<file path="config.mk">
export PLATFORM = sky130hd
export DESIGN_NAME = abu_top
export DESIGN_NICKNAME = d
export VERILOG_FILES = /design/src/rtl/abu_pkg.sv /design/src/rtl/abu_top.sv
export VERILOG_INCLUDE_DIRS = /design/src /design/src/rtl
export SDC_FILE = /design/constraint.sdc
export NUM_CORES = 1
export LEC_CHECK = 0
export BUFFER_PORTS_ARGS = -buffer_cell sky130_fd_sc_hd__buf_2
export CORE_UTILIZATION = 30
export DETAILED_ROUTE_END_ITERATION = 10
export SKIP_LAST_GASP = 1
export SYNTH_ARGS = -nofsm -noshare
export SYNTH_HDL_FRONTEND = slang
export SYNTH_SLANG_ARGS = --single-unit
</file>
<file path="constraint.sdc">
create_clock -name aclk -period 2.4 [get_ports aclk]
set_input_delay 0.48 -clock aclk [delete_from_list [all_inputs] [get_ports aclk]]
set_output_delay 0.48 -clock aclk [all_outputs]
set_load 0.05 [all_outputs]
</file>
<file path="src/rtl/abu_defines.svh">
// address breakpoint unit: offsets, field positions, reset values and vectors
`ifndef ABU_DEFINES_SVH
`define ABU_DEFINES_SVH
// =====================================================
// register byte offsets
`define ABU_OFF_CTRL 12'h000
`define ABU_OFF_ADDRH 12'h004
`define ABU_OFF_ADDRL 12'h008
`define ABU_OFF_WAKE 12'h00C
`define ABU_OFF_FCLR 12'h010
`define ABU_OFF_IRQ_STAT 12'h014
`define ABU_OFF_IRQ_MASK 12'h018
// =====================================================
// field positions
`define ABU_BIT_ENABLE 7
`define ABU_BIT_ACTIVE 6
`define ABU_BIT_WAKE_EXIT 1
`define ABU_BIT_CFE 7
`define ABU_IRQ_MATCH 0
`define ABU_IRQ_WAKE 1
// =====================================================
// reset values and vectors
`define ABU_RST_BYTE 8'h00
`define ABU_RST_IRQ 2'h0
`define ABU_VEC_NORMAL 16'hFFFC
`define ABU_VEC_MONITOR 16'hFEFC
`endif

</file>
<file path="src/rtl/abu_pkg.sv">
// address breakpoint unit types
package abu_pkg;
  // =====================================================
  // cpu observation bundle
  typedef struct packed {
    logic [15:0] addr;
    logic pc_fetch;
    logic last_cycle;
    logic ret_done;
    logic in_wait;
    logic in_stop;
  } abu_cpu_t;
  // =====================================================
  // break sequence states
  typedef enum logic [1:0] {
    ABU_IDLE = 2'b00,
    ABU_PEND = 2'b01,
    ABU_SERV = 2'b10
  } abu_state_t;
endpackage

</file>
<file path="src/rtl/abu_top.sv">
// address breakpoint unit with axi4-lite register slave
// Behaviour
// enabled break plus pc address equal to breakpoint raises request
// request makes cpu take software interrupt opcode after current instruction
// vector is FFFC normally, FEFC in monitor mode
// software writing one to active bit starts a break
// match on last instruction cycle starts break at once
// return from interrupt in break routine ends break state
// enable bit 7 of control, read write, reset clears
// active bit set on match, cleared by writing zero or reset
// software clears active bit before leaving break routine
// two byte address registers, reset to zero
// during break, other flags clear only with clear enable set
// timer counter stops during break
// watchdog disabled during break when test voltage on reset pin
// break wakes from stop and sets stop wait exit flag
// exit flag reads one after break exit, write zero clears
// comparison stays active in wait mode
// software may decrement stacked return address when flag set
// only pc fetch addresses compared, no request while serviced; software setting active bit in service still raises request
`timescale 1ns/10ps
`include "abu_defines.svh"
module abu_top (
  // clock and reset
  input wire logic aclk,
  input wire logic aresetn,
  // axi4-lite write address and data
  input wire logic [11:0] s_axi_awaddr,
  input wire logic s_axi_awvalid,
  output logic s_axi_awready,
  input wire logic [31:0] s_axi_wdata,
  input wire logic [3:0] s_axi_wstrb,
  input wire logic s_axi_wvalid,
  output logic s_axi_wready,
  // axi4-lite write response
  output logic [1:0] s_axi_bresp,
  output logic s_axi_bvalid,
  input wire logic s_axi_bready,
  // axi4-lite read
  input wire logic [11:0] s_axi_araddr,
  input wire logic s_axi_arvalid,
  output logic s_axi_arready,
  output logic [31:0] s_axi_rdata,
  output logic [1:0] s_axi_rresp,
  output logic s_axi_rvalid,
  input wire logic s_axi_rready,
  // cpu observation, same clock
  input wire abu_pkg::abu_cpu_t cpu,
  input wire logic monitor_mode,
  // test voltage detect on reset pin, asynchronous
  input wire logic test_high_voltage,
  // outputs to system integration logic
  output logic breakpoint_request,
  output logic trap_force,
  output logic [15:0] break_vector,
  output logic break_state,
  output logic flag_clear_allowed,
  output logic timer_stop,
  output logic watchdog_disable,
  output logic stop_wake,
  output logic irq
);
  // =====================================================
  // register state
  logic enable_r;
  logic active_r;
  logic [7:0] addrh_r;
  logic [7:0] addrl_r;
  logic wake_exit_r;
  logic cfe_r;
  logic [1:0] irq_stat_r;
  logic [1:0] irq_mask_r;
  abu_pkg::abu_state_t state_r;
  abu_pkg::abu_state_t state_nxt;
  logic tv_meta_r;
  logic tv_sync_r;
  logic have_aw_r;
  logic have_w_r;
  logic [11:0] aw_addr_r;
  logic [31:0] w_data_r;
  logic [3:0] w_strb_r;
  logic wr_fire;
  logic match;
  logic sw_break;
  logic start_break;
  logic low_power;

  // word address match against a given offset
  function automatic logic hit(input logic [11:0] a, input logic [11:0] off);
    hit = (a[11:2] == off[11:2]);
  endfunction

  // =====================================================
  // write channel capture, either order
  assign s_axi_awready = !have_aw_r && !s_axi_bvalid;
  assign s_axi_wready = !have_w_r && !s_axi_bvalid;
  assign wr_fire = have_aw_r && have_w_r;
  always_ff @(posedge aclk) begin
    if (!aresetn) begin
      have_aw_r <= 1'b0;
      have_w_r <= 1'b0;
      aw_addr_r <= 12'h000;
      w_data_r <= 32'h0000_0000;
      w_strb_r <= 4'h0;
    end else begin
      if (s_axi_awvalid && s_axi_awready) begin
        have_aw_r <= 1'b1;
        aw_addr_r <= s_axi_awaddr;
      end else if (wr_fire) begin
        have_aw_r <= 1'b0;
      end
      if (s_axi_wvalid && s_axi_wready) begin
        have_w_r <= 1'b1;
        w_data_r <= s_axi_wdata;
        w_strb_r <= s_axi_wstrb;
      end else if (wr_fire) begin
        have_w_r <= 1'b0;
      end
    end
  end

  // write response, okay or decode error
  always_ff @(posedge aclk) begin
    if (!aresetn) begin
      s_axi_bvalid <= 1'b0;
      s_axi_bresp <= 2'h0;
    end else if (wr_fire) begin
      s_axi_bvalid <= 1'b1;
      s_axi_bresp <= (aw_addr_r[11:2] <= `ABU_OFF_IRQ_MASK >> 2) ? 2'h0 : 2'h3;
    end else if (s_axi_bready) begin
      s_axi_bvalid <= 1'b0;
    end
  end

  logic wr0;
  assign wr0 = wr_fire && w_strb_r[0];

  // =====================================================
  // break detection
  assign low_power = cpu.in_wait || cpu.in_stop;
  // pc-only compare, runs in wait too, blocked while serviced
  assign match = enable_r && cpu.pc_fetch && (state_r == abu_pkg::ABU_IDLE)
    && (cpu.addr == {addrh_r, addrl_r});
  assign sw_break = wr0 && hit(aw_addr_r, `ABU_OFF_CTRL)
    && w_data_r[`ABU_BIT_ACTIVE] && !active_r;
  assign start_break = match || sw_break;

  // break sequence state
  always_comb begin
    state_nxt = state_r;
    case (state_r)
      abu_pkg::ABU_IDLE: begin
        // immediate entry when match on last cycle or in low power
        if (start_break && (cpu.last_cycle || low_power)) begin
          state_nxt = abu_pkg::ABU_SERV;
        end else if (start_break) begin
          state_nxt = abu_pkg::ABU_PEND;
        end
      end
      abu_pkg::ABU_PEND: begin
        if (cpu.last_cycle) begin
          state_nxt = abu_pkg::ABU_SERV;
        end
      end
      abu_pkg::ABU_SERV: begin
        if (cpu.ret_done) begin
          state_nxt = abu_pkg::ABU_IDLE;
        end
      end
      default: state_nxt = abu_pkg::ABU_IDLE;
    endcase
  end

  always_ff @(posedge aclk) begin
    if (!aresetn) begin
      state_r <= abu_pkg::ABU_IDLE;
    end else begin
      state_r <= state_nxt;
    end
  end

  // =====================================================
  // control and address registers
  always_ff @(posedge aclk) begin
    if (!aresetn) begin
      enable_r <= 1'b0;
      active_r <= 1'b0;
      addrh_r <= `ABU_RST_BYTE;
      addrl_r <= `ABU_RST_BYTE;
      cfe_r <= 1'b0;
    end else begin
      if (wr0 && hit(aw_addr_r, `ABU_OFF_CTRL)) begin
        enable_r <= w_data_r[`ABU_BIT_ENABLE];
      end
      // hardware set wins over software clear
      if (match) begin
        active_r <= 1'b1;
      end else if (wr0 && hit(aw_addr_r, `ABU_OFF_CTRL)) begin
        active_r <= w_data_r[`ABU_BIT_ACTIVE];
      end
      if (wr0 && hit(aw_addr_r, `ABU_OFF_ADDRH)) begin
        addrh_r <= w_data_r[7:0];
      end
      if (wr0 && hit(aw_addr_r, `ABU_OFF_ADDRL)) begin
        addrl_r <= w_data_r[7:0];
      end
      if (wr0 && hit(aw_addr_r, `ABU_OFF_FCLR)) begin
        cfe_r <= w_data_r[`ABU_BIT_CFE];
      end
    end
  end

  // stop/wait exit flag, set wins over clear
  always_ff @(posedge aclk) begin
    if (!aresetn) begin
      wake_exit_r <= 1'b0;
    end else if (start_break && low_power && state_r == abu_pkg::ABU_IDLE) begin
      wake_exit_r <= 1'b1;
    end else if (wr0 && hit(aw_addr_r, `ABU_OFF_WAKE) && !w_data_r[`ABU_BIT_WAKE_EXIT]) begin
      wake_exit_r <= 1'b0;
    end
  end

  // =====================================================
  // interrupt status and mask
  always_ff @(posedge aclk) begin
    if (!aresetn) begin
      irq_stat_r <= `ABU_RST_IRQ;
      irq_mask_r <= `ABU_RST_IRQ;
    end else begin
      irq_stat_r <= (irq_stat_r & ~((wr0 && hit(aw_addr_r, `ABU_OFF_IRQ_STAT))
        ? w_data_r[1:0] : 2'h0)) | {stop_wake, match};
      if (wr0 && hit(aw_addr_r, `ABU_OFF_IRQ_MASK)) begin
        irq_mask_r <= w_data_r[1:0];
      end
    end
  end
  assign irq = |(irq_stat_r & irq_mask_r);

  // =====================================================
  // test voltage synchroniser
  always_ff @(posedge aclk) begin
    if (!aresetn) begin
      tv_meta_r <= 1'b0;
      tv_sync_r <= 1'b0;
    end else begin
      tv_meta_r <= test_high_voltage;
      tv_sync_r <= tv_meta_r;
    end
  end

  // =====================================================
  // outputs to system integration logic
  assign breakpoint_request = (state_r == abu_pkg::ABU_PEND) || start_break;
  assign trap_force = (state_nxt == abu_pkg::ABU_SERV) && (state_r != abu_pkg::ABU_SERV);
  assign break_vector = monitor_mode ? `ABU_VEC_MONITOR : `ABU_VEC_NORMAL;
  assign break_state = (state_r == abu_pkg::ABU_SERV);
  assign flag_clear_allowed = !break_state || cfe_r;
  assign timer_stop = break_state;
  assign watchdog_disable = break_state && tv_sync_r;
  assign stop_wake = start_break && cpu.in_stop && (state_r == abu_pkg::ABU_IDLE);

  // =====================================================
  // read channel
  assign s_axi_arready = !s_axi_rvalid;
  always_ff @(posedge aclk) begin
    if (!aresetn) begin
      s_axi_rvalid <= 1'b0;
      s_axi_rdata <= 32'h0000_0000;
      s_axi_rresp <= 2'h0;
    end else if (s_axi_arvalid && s_axi_arready) begin
      s_axi_rvalid <= 1'b1;
      s_axi_rresp <= 2'h0;
      if (hit(s_axi_araddr, `ABU_OFF_CTRL)) begin
        s_axi_rdata <= {24'h000000, enable_r, active_r, 6'h00};
      end else if (hit(s_axi_araddr, `ABU_OFF_ADDRH)) begin
        s_axi_rdata <= {24'h000000, addrh_r};
      end else if (hit(s_axi_araddr, `ABU_OFF_ADDRL)) begin
        s_axi_rdata <= {24'h000000, addrl_r};
      end else if (hit(s_axi_araddr, `ABU_OFF_WAKE)) begin
        s_axi_rdata <= {30'h00000000, wake_exit_r, 1'b0};
      end else if (hit(s_axi_araddr, `ABU_OFF_FCLR)) begin
        s_axi_rdata <= {24'h000000, cfe_r, 7'h00};
      end else if (hit(s_axi_araddr, `ABU_OFF_IRQ_STAT)) begin
        s_axi_rdata <= {30'h00000000, irq_stat_r};
      end else if (hit(s_axi_araddr, `ABU_OFF_IRQ_MASK)) begin
        s_axi_rdata <= {30'h00000000, irq_mask_r};
      end else begin
        s_axi_rdata <= 32'h0000_0000;
        s_axi_rresp <= 2'h3;
      end
    end else if (s_axi_rready) begin
      s_axi_rvalid <= 1'b0;
    end
  end

  // =====================================================
  // assertions
  a_match_request: assert property (@(posedge aclk) disable iff (!aresetn)
    match |-> breakpoint_request) else $error("match without request");
  a_match_sets_active: assert property (@(posedge aclk) disable iff (!aresetn)
    match |=> active_r) else $error("active not set");
  a_pend_to_serv: assert property (@(posedge aclk) disable iff (!aresetn)
    (state_r == abu_pkg::ABU_PEND && cpu.last_cycle) |=> break_state)
    else $error("break not entered");
  a_last_cycle_now: assert property (@(posedge aclk) disable iff (!aresetn)
    (start_break && cpu.last_cycle && state_r == abu_pkg::ABU_IDLE) |=> break_state)
    else $error("late break");
  a_rti_ends: assert property (@(posedge aclk) disable iff (!aresetn)
    (break_state && cpu.ret_done) |=> !break_state) else $error("break not ended");
  a_vector_sel: assert property (@(posedge aclk) disable iff (!aresetn)
    break_vector == (monitor_mode ? 16'hFEFC : 16'hFFFC)) else $error("bad vector");
  a_timer_stop: assert property (@(posedge aclk) disable iff (!aresetn)
    timer_stop == break_state) else $error("timer not stopped");
  a_flag_guard: assert property (@(posedge aclk) disable iff (!aresetn)
    (break_state && !cfe_r) |-> !flag_clear_allowed) else $error("clear allowed");
  a_no_rematch: assert property (@(posedge aclk) disable iff (!aresetn)
    break_state |-> !match) else $error("match while serviced");
  a_wake_flag: assert property (@(posedge aclk) disable iff (!aresetn)
    stop_wake |=> wake_exit_r) else $error("exit flag not set");

  // =====================================================
  // register and link checks
  // request stands for the whole pending time
  a_pend_request: assert property (@(posedge aclk) disable iff (!aresetn)
    (state_r == abu_pkg::ABU_PEND) |-> breakpoint_request)
    else $error("pending without request");
  // forced trap always leads into service
  a_trap_serv: assert property (@(posedge aclk) disable iff (!aresetn)
    trap_force |=> break_state)
    else $error("trap without service");
  // software start raises the request
  a_sw_request: assert property (@(posedge aclk) disable iff (!aresetn)
    (sw_break && state_r == abu_pkg::ABU_IDLE) |-> breakpoint_request)
    else $error("software break lost");
  // enable bit follows a control write of zero
  a_enable_clear: assert property (@(posedge aclk) disable iff (!aresetn)
    (wr0 && hit(aw_addr_r, `ABU_OFF_CTRL) && !w_data_r[`ABU_BIT_ENABLE]) |=> !enable_r)
    else $error("enable not cleared");
  // active bit cleared by a zero write when no match competes
  a_active_clear: assert property (@(posedge aclk) disable iff (!aresetn)
    (wr0 && hit(aw_addr_r, `ABU_OFF_CTRL) && !w_data_r[`ABU_BIT_ACTIVE] && !match)
    |=> !active_r)
    else $error("active not cleared");
  // high address byte loads the written value
  a_addrh_load: assert property (@(posedge aclk) disable iff (!aresetn)
    (wr0 && hit(aw_addr_r, `ABU_OFF_ADDRH)) |=> addrh_r == $past(w_data_r[7:0]))
    else $error("high byte not loaded");
  // low address byte loads the written value
  a_addrl_load: assert property (@(posedge aclk) disable iff (!aresetn)
    (wr0 && hit(aw_addr_r, `ABU_OFF_ADDRL)) |=> addrl_r == $past(w_data_r[7:0]))
    else $error("low byte not loaded");
  // flags clearable whenever no break is in service
  a_clear_open: assert property (@(posedge aclk) disable iff (!aresetn)
    !break_state |-> flag_clear_allowed)
    else $error("clear blocked");
  // watchdog only held off inside a break
  a_wdog_break: assert property (@(posedge aclk) disable iff (!aresetn)
    watchdog_disable |-> break_state)
    else $error("watchdog off outside break");
  // wake from stop comes with a request
  a_wake_request: assert property (@(posedge aclk) disable iff (!aresetn)
    stop_wake |-> breakpoint_request)
    else $error("wake without request");
  // exit flag cleared by a zero write when no wake competes
  a_exit_clear: assert property (@(posedge aclk) disable iff (!aresetn)
    (wr0 && hit(aw_addr_r, `ABU_OFF_WAKE) && !w_data_r[`ABU_BIT_WAKE_EXIT]
    && !(start_break && low_power && state_r == abu_pkg::ABU_IDLE)) |=> !wake_exit_r)
    else $error("exit flag not cleared");
  // compare still live in wait mode
  a_wait_compare: assert property (@(posedge aclk) disable iff (!aresetn)
    (enable_r && cpu.pc_fetch && cpu.in_wait && state_r == abu_pkg::ABU_IDLE
    && cpu.addr == {addrh_r, addrl_r}) |-> match)
    else $error("no match in wait");
  // data cycles never match
  a_pc_only: assert property (@(posedge aclk) disable iff (!aresetn)
    !cpu.pc_fetch |-> !match)
    else $error("match on data cycle");
endmodule

</file>
==> results.ini, run 1 <==
[logic_synthesis]
synth.distinct_cells = 52
synth_xor_area_share_pct = 4.316
synth_top_family_by_area = simple AND/OR/NAND/NOR gates
synth_top_area_share_pct = 37.61
yosysTopAreaCell = dfxtp_1
synth_compound_area_share_pct = 15.80
synthMuxAreaShare_pct = 6.474
netlist_area_mm2 = 0.003247
yosys-top-cells-count = dfxtp_1, nand2_1, buf_4
yosys.area_share.simple_pct = 23.16
synth_seq_cells = 61
seq_area_frac_synth_pct = 37.61
ys_warn_count = 0
synth-async-reset-ratio_pct = 0
yosys.cell_count.top_type = dfxtp_1
synthAdderAreaFrac_pct = 0
synth-edff-count = 0
syn_avg_cell_area_um2 = 8.635
synthTopCellsByArea = dfxtp_1, buf_4, nand2_1, mux2i_1, a21boi_0
netlist_instances = 376
synthFlopType = dfxtp_1

[hold_path]
hp-class = in2reg

[layout]
drive_gt1_share_pct = 30.44
n_antenna_cell = 0
layout.nets = 558
fin_area_mm2 = 0.004049
syn_to_final_growth_pct = 24.70

[clock_network]
cts.sinks = 61
ctsHoldBuffers = 0
htreeDepth = 3
clk_pin_slew_ps = 70
cts_buffer_depth = 2
root_buffer = clkbuf_8
cts_buffers = 9
worstSkewPairLatency_ps = 330
cts_tree = yes

[floorplan]
row_count = 37
fp.coreArea_mm2 = 0.01042
die_h_um = 106.0
die_area_mm2 = 0.01124
initial_core_util_pct = 31.17
die_w_um = 106.0
ios = 155

[worst_setup_path]
max_stage_delay_ps = 340
critical_path.max_fanout = 2
crit_arrival_ps = 2010
critPathSlowestCell = dfxtp_2
critical_path_class = reg2out
cp_top_family = simple AND/OR/NAND/NOR gates
cp-start-kind = flip-flop
critPathMostFrequentCell = buf_4
crit_buf_inv = 3
required_ps = 1920
path_cells = xnor2_2, nand4_1, nor4_4, buf_4, a21oi_2, buf_4, nor2_4, buf_6
cp-end-kind = output port

[power]
sw_frac_of_total_pct = 30.21
internal-power_w = 0.001664
p_switching_w = 0.0007204
power_frac_clock_pct = 37.4
power_leakage_nw = 1.672
finalPower_w = 0.002385
peakVddDrop_mv = 0.3025
pwr-share-seq_pct = 45.0
combPwrFrac_pct = 17.6
p_per_area_mw_per_mm2 = 589.0

[global_route]
overflow = 0
grt_usage_pct = 14.48
grt_max_degree = 54
grt_pass1_wl_mm = 12.72
grt_pass1_vias = 2557
antenna_found_initial = 0

[sta]
fin_crit_ps = 2491
relSlewSlack_pct = 62.18
fin_skew_ps = 12.02
max_freq_mhz = 401.5
tightest_slew_ps = 566.2
rsz0062_at_grt = yes
fin_crit_sh_pct = 103.8
worst_slack_ps = -90.85
timing_hold_violations_final = 0
setup_viol_count_final = 3
finalMaxSlewViolations = 0

[placed_design]
hpwl_mm = 5.929
routabilityCongestion = 0.8311
post-place-ws_ps = -147.2
io_buffers = 84
post_dp_cell_area_mm2 = 0.003696

[outcome]
failed_checks = setup timing
outcome = finished with violations

[flow_run]
drv_cap = 0

[drt]
drtIter0Drc = 134
drc = 0
vias = 2819
vias_per_cell = 4.629
antenna_left = 0
detail_route.wl_per_cell_um = 12.95
first_pass_iters = 4
wirelength_mm = 7.887

==> routing by layer <==
metal / up-vias / part of all wire [%] / wire length [um] / track usage [%]
met5: - / 0 / 0 / 0
met4: 0 / 0.80 / 63 / 4.167
met3: 5 / 5.8 / 457 / 3.679
met2: 109 / 45 / 3557 / 22.69
met1: 1303 / 48 / 3809 / 19.56
li1: 1402 / - / - / -
==> worst paths after layout <==
| check | depth (start not counted) | from | slack (ps) | end |
|---|---|---|---|---|
| worst max-delay path | 8 | addrl_r[0] | -90 | stop_wake |
| worst min-delay path | 2 | test_high_voltage | 350 | tv_meta_r |
| worst max register to register | 8 | addrl_r[0] | 620 | wake_exit_r |
| worst min register to register | 1 | tv_meta_r | 440 | tv_sync_r |
==> repair_timing <==
action,4_1_cts,5_1_grt
setup endpoints to repair,3,3
pin swaps,10,2
gates resized for setup,21,6
buffers inserted,5,1
==> through the flow <==
| stage | TNS, ps | cells | hold WS (ps) | util [%] |
|---|---|---|---|---|
| floorplan | 0 | 413 | 411.9 | - |
| global placement | -456.7 | 587 | 418.3 | 35.48 |
| detailed placement | -269.4 | 587 | 431.5 | 35.48 |
| CTS | -146.7 | 608 | 332.3 | 38.43 |
| global route | -550.0 | 609 | 335.0 | 38.87 |
| finish | -253.8 | 609 | 354.9 | 38.87 |
==> cell type report <==
type,instances,area (um2)
clock buffers,12,145.1
flip-flops and latches,61,1234
clock inverters,4,47.55
well taps,136,170.2
repair buffers,101,566.8
multi-input cells,288,1859
fillers,1053,6367
inverters,7,26.28
==> logic make-up after synthesis <==
group,count (synthesis)
buffers and inverters,64
other,2
DFF,61
xor gates and xnor gates,16
AOI/OAI and AO/OA,70
and+or+nand+nor,142
muxes,21
==> layout by cell type, fill, tap and decap left out, types with 5 or more instances in the layout <==
master    count
a21boi_0     24
and2_1        7
o21ai_0       9
nor2b_1      25
inv_1         6
buf_4        17
mux2i_1      21
conb_1       39
nand2_1      58
dfxtp_2       7
xnor2_1       7
nand3_1       6
buf_2        81
a22o_1       10
nand4_1       5
nor2_1       12
xnor2_2       8
clkbuf_8     10
a21oi_1       6
dfxtp_1      53
==> power groups by stage <==
stage	registers (W)	clock network [W]	logic, W
after floorplan	0.00110	0	0.000345
final	0.00107	0.000891	0.000421
after global placement	0.00109	0	0.000404
after global routing	0.00108	0.000973	0.000455
after CTS	0.00107	0.000918	0.000419
after detailed placement	0.00110	0	0.000408
==> registers in the layout, indices dropped and copies added (netlist names), 2 cells and up <==
signal       flops
aw_addr_r       10
addrh_r          8
addrl_r          8
s_axi_rdata      8
w_data_r         8
irq_mask_r       2
irq_stat_r       2
state_r          2
Note: power is estimated with default switching activity, not from simulation.
==> inputs of run 2 (changes only) <==
Settings changed: CTS_BUF_LIST from default to sky130_fd_sc_hd__clkbuf_8, SETUP_SLACK_MARGIN from default to 0.5, SKIP_LAST_GASP 1 to default.
==> run 2 against run 1 <==
Against the previous run: the run still ends with setup timing left; clock skew shrank 2.7 ps; sequential cell count did not move; first-iteration DRC count down 26%; core utilization is 2.0 points higher; cell count is 0.82% higher; clock power fell by 8.0%; combinational power is 5.5% higher; critical path depth shrank 2; count of clock-buffer cells in the layout is the same; setup slack improved by 44 ps; largest power group unchanged.
==> results.ini, run 2 (synthesized netlist as in run 1, its figures left out) <==
[layout]
final_core_util_pct = 40.88  ; +2.0 points
layout.nets = 564  ; +1.1%
largest-register = aw_addr_r
syn_to_final_growth_pct = 31.14
drive_gt1_share_pct = 35.36  ; +4.9 points
largest_reg_flops = 10  ; unchanged
final_common_cell = buf_2
layout_common_cells = buf_2, nand2_1, dfxtp_1, conb_1, nor2b_1
n_antenna_cell = 0  ; unchanged

[clock_network]
htreeDepth = 3  ; unchanged
clk_pin_slew_ps = 60  ; about the same
cts.sinks = 61  ; unchanged
root_buffer = clkbuf_8
cts_buffers = 9  ; unchanged
worstSkewPairLatency_ps = 340  ; about the same
ctsHoldBuffers = 0  ; unchanged
cts_buffer_depth = 2  ; unchanged
cts_tree = yes

[floorplan]
die_area_mm2 = 0.01124  ; unchanged
ios = 155  ; unchanged
row_count = 37  ; unchanged
initial_core_util_pct = 31.17  ; unchanged
die_w_um = 106.0  ; unchanged
fp.coreArea_mm2 = 0.01042  ; unchanged
die_h_um = 106.0  ; unchanged

[power]
finalPower_w = 0.002337  ; -2.0%
p_per_area_mw_per_mm2 = 548.9  ; -6.8%
peakVddDrop_mv = 0.2844  ; -6.0%
power_leakage_nw = 1.750  ; +4.6%

[drt]
first_pass_iters = 4  ; unchanged
drtIter0Drc = 99  ; -26%
wirelength_mm = 8.021  ; +1.7%
vias_per_cell = 4.598  ; -0.67%
detail_route.wl_per_cell_um = 13.06  ; +0.87%
antenna_left = 0  ; unchanged
vias = 2823  ; +0.14%
drc = 0  ; unchanged

[worst_setup_path]
required_ps = 1920  ; about the same
critPathMostFrequentCell = and4b_2
path_cells = nor4_4, and4b_2, and4b_2, a21oi_4, a211oi_4, buf_6
critical_path.max_fanout = 3  ; +1
max_stage_delay_ps = 340  ; about the same
cp-start-kind = flip-flop
cp-end-kind = output port
critPathSlowestCell = dfxtp_2
crit_arrival_ps = 1970  ; -40 ps
critical_path_class = reg2out
reg2reg_depth = 15  ; +7

[sta]
fin_crit_sh_pct = 102.0  ; -1.8 points
fin_skew_ps = 9.302  ; -2.716 ps
finalMaxSlewViolations = 0  ; unchanged
relSlewSlack_pct = 63.14  ; +0.96 points
setup_viol_count_final = 1  ; -2
tightest_slew_ps = 551.8  ; -14.43 ps
finalSetupTns_ps = -47.34  ; +206.5 ps
timing_hold_violations_final = 0  ; unchanged
max_freq_mhz = 408.6  ; +1.8%
rsz0062_at_grt = yes
fin_crit_ps = 2447  ; -43.51 ps
worst_slack_ps = -47.34  ; +43.51 ps

[placed_design]
hpwl_mm = 5.785  ; -2.4%
io_buffers = 84  ; unchanged
routabilityCongestion = 0.8334  ; +0.28%

[hold_path]
hp-class = in2reg
whs_path_depth = 2  ; unchanged

[global_route]
overflow = 0  ; unchanged
grt_pass1_wl_mm = 13.08  ; +2.9%
grt_pass1_vias = 2677  ; +4.7%
grt_max_degree = 56  ; +3.7%
grt_usage_pct = 15.01  ; +0.53 points
antenna_found_initial = 0  ; unchanged

[flow_run]
drv_cap = 0  ; unchanged

[outcome]
outcome = finished with violations
failed_checks = setup timing

[run 2: cell types whose count changed in the layout (fill, tap and decap cells not counted), moves of 4 or more]
cell     previous run  this run
buf_6               3        12
dfxtp_1            53        46
dfxtp_2             7        11
xnor2_1             7         2
[run 2: final cells by class]
cell class              instances  area, um2
clock buffers                  12      165.2
clock inverters                 3      12.51
fillers                      1065       6158
inverters                       7      28.78
multi-input cells             288       1976
flip-flops and latches         61       1250
well taps                     136      170.2
repair buffers                107      655.6
[run 2: path summary, 6_finish.rpt]
kind | from | endpoint | slack (ps)
max | aw_addr_r[11] | trap_force | -50
min reg2reg | tv_meta_r | tv_sync_r | 440
max reg2reg | addrl_r[5] | irq_stat_r[0] | 150
min | test_high_voltage | tv_meta_r | 350
[run 2: metal layers]
layer	share of wire, %	wire length [um]	up-vias	GRT usage, %
li1	-	-	1415	-
met1	46	3704	1270	18.89
met2	45	3606	126	24.51
met3	7.4	593	12	4.598
met4	1.5	117	0	4.663
met5	0	0	-	0
[run 2: metrics by stage]
step	instance area [um2]	std cells	worst slack, ps	hold slack (ps)
final	4258	614	-47.34	349.7
after global routing	4258	614	-147.8	336.5
after CTS	4178	613	-57.75	339.6
after detailed placement	3794	588	9.896	419.1
after global placement	3794	588	13.39	415.2
after floorplan	3490	413	169.8	411.9
[run 2: power by group]
group,internal [W],switching [W]
logic,0.000133,0.000311
registers,0.00104,0.0000338
clock network,0.000444,0.000376
[run 2: worst max-delay path: cells and delay by family (launching register included)]
kind | cells | cell delay [ps]
flops | 1 | 340
simple gates | 3 | 830
compound gates | 2 | 280
buf+inv | 1 | 190
[run 2: timing repair]
| action | 4_1_cts | 5_1_grt |
|---|---|---|
| setup buffers | 10 | 1 |
| pin swaps | 15 | 7 |
| gates resized for setup | 43 | 14 |
| endpoints found under the setup margin | 7 | 13 |
| hold endpoints to repair | 0 | 0 |
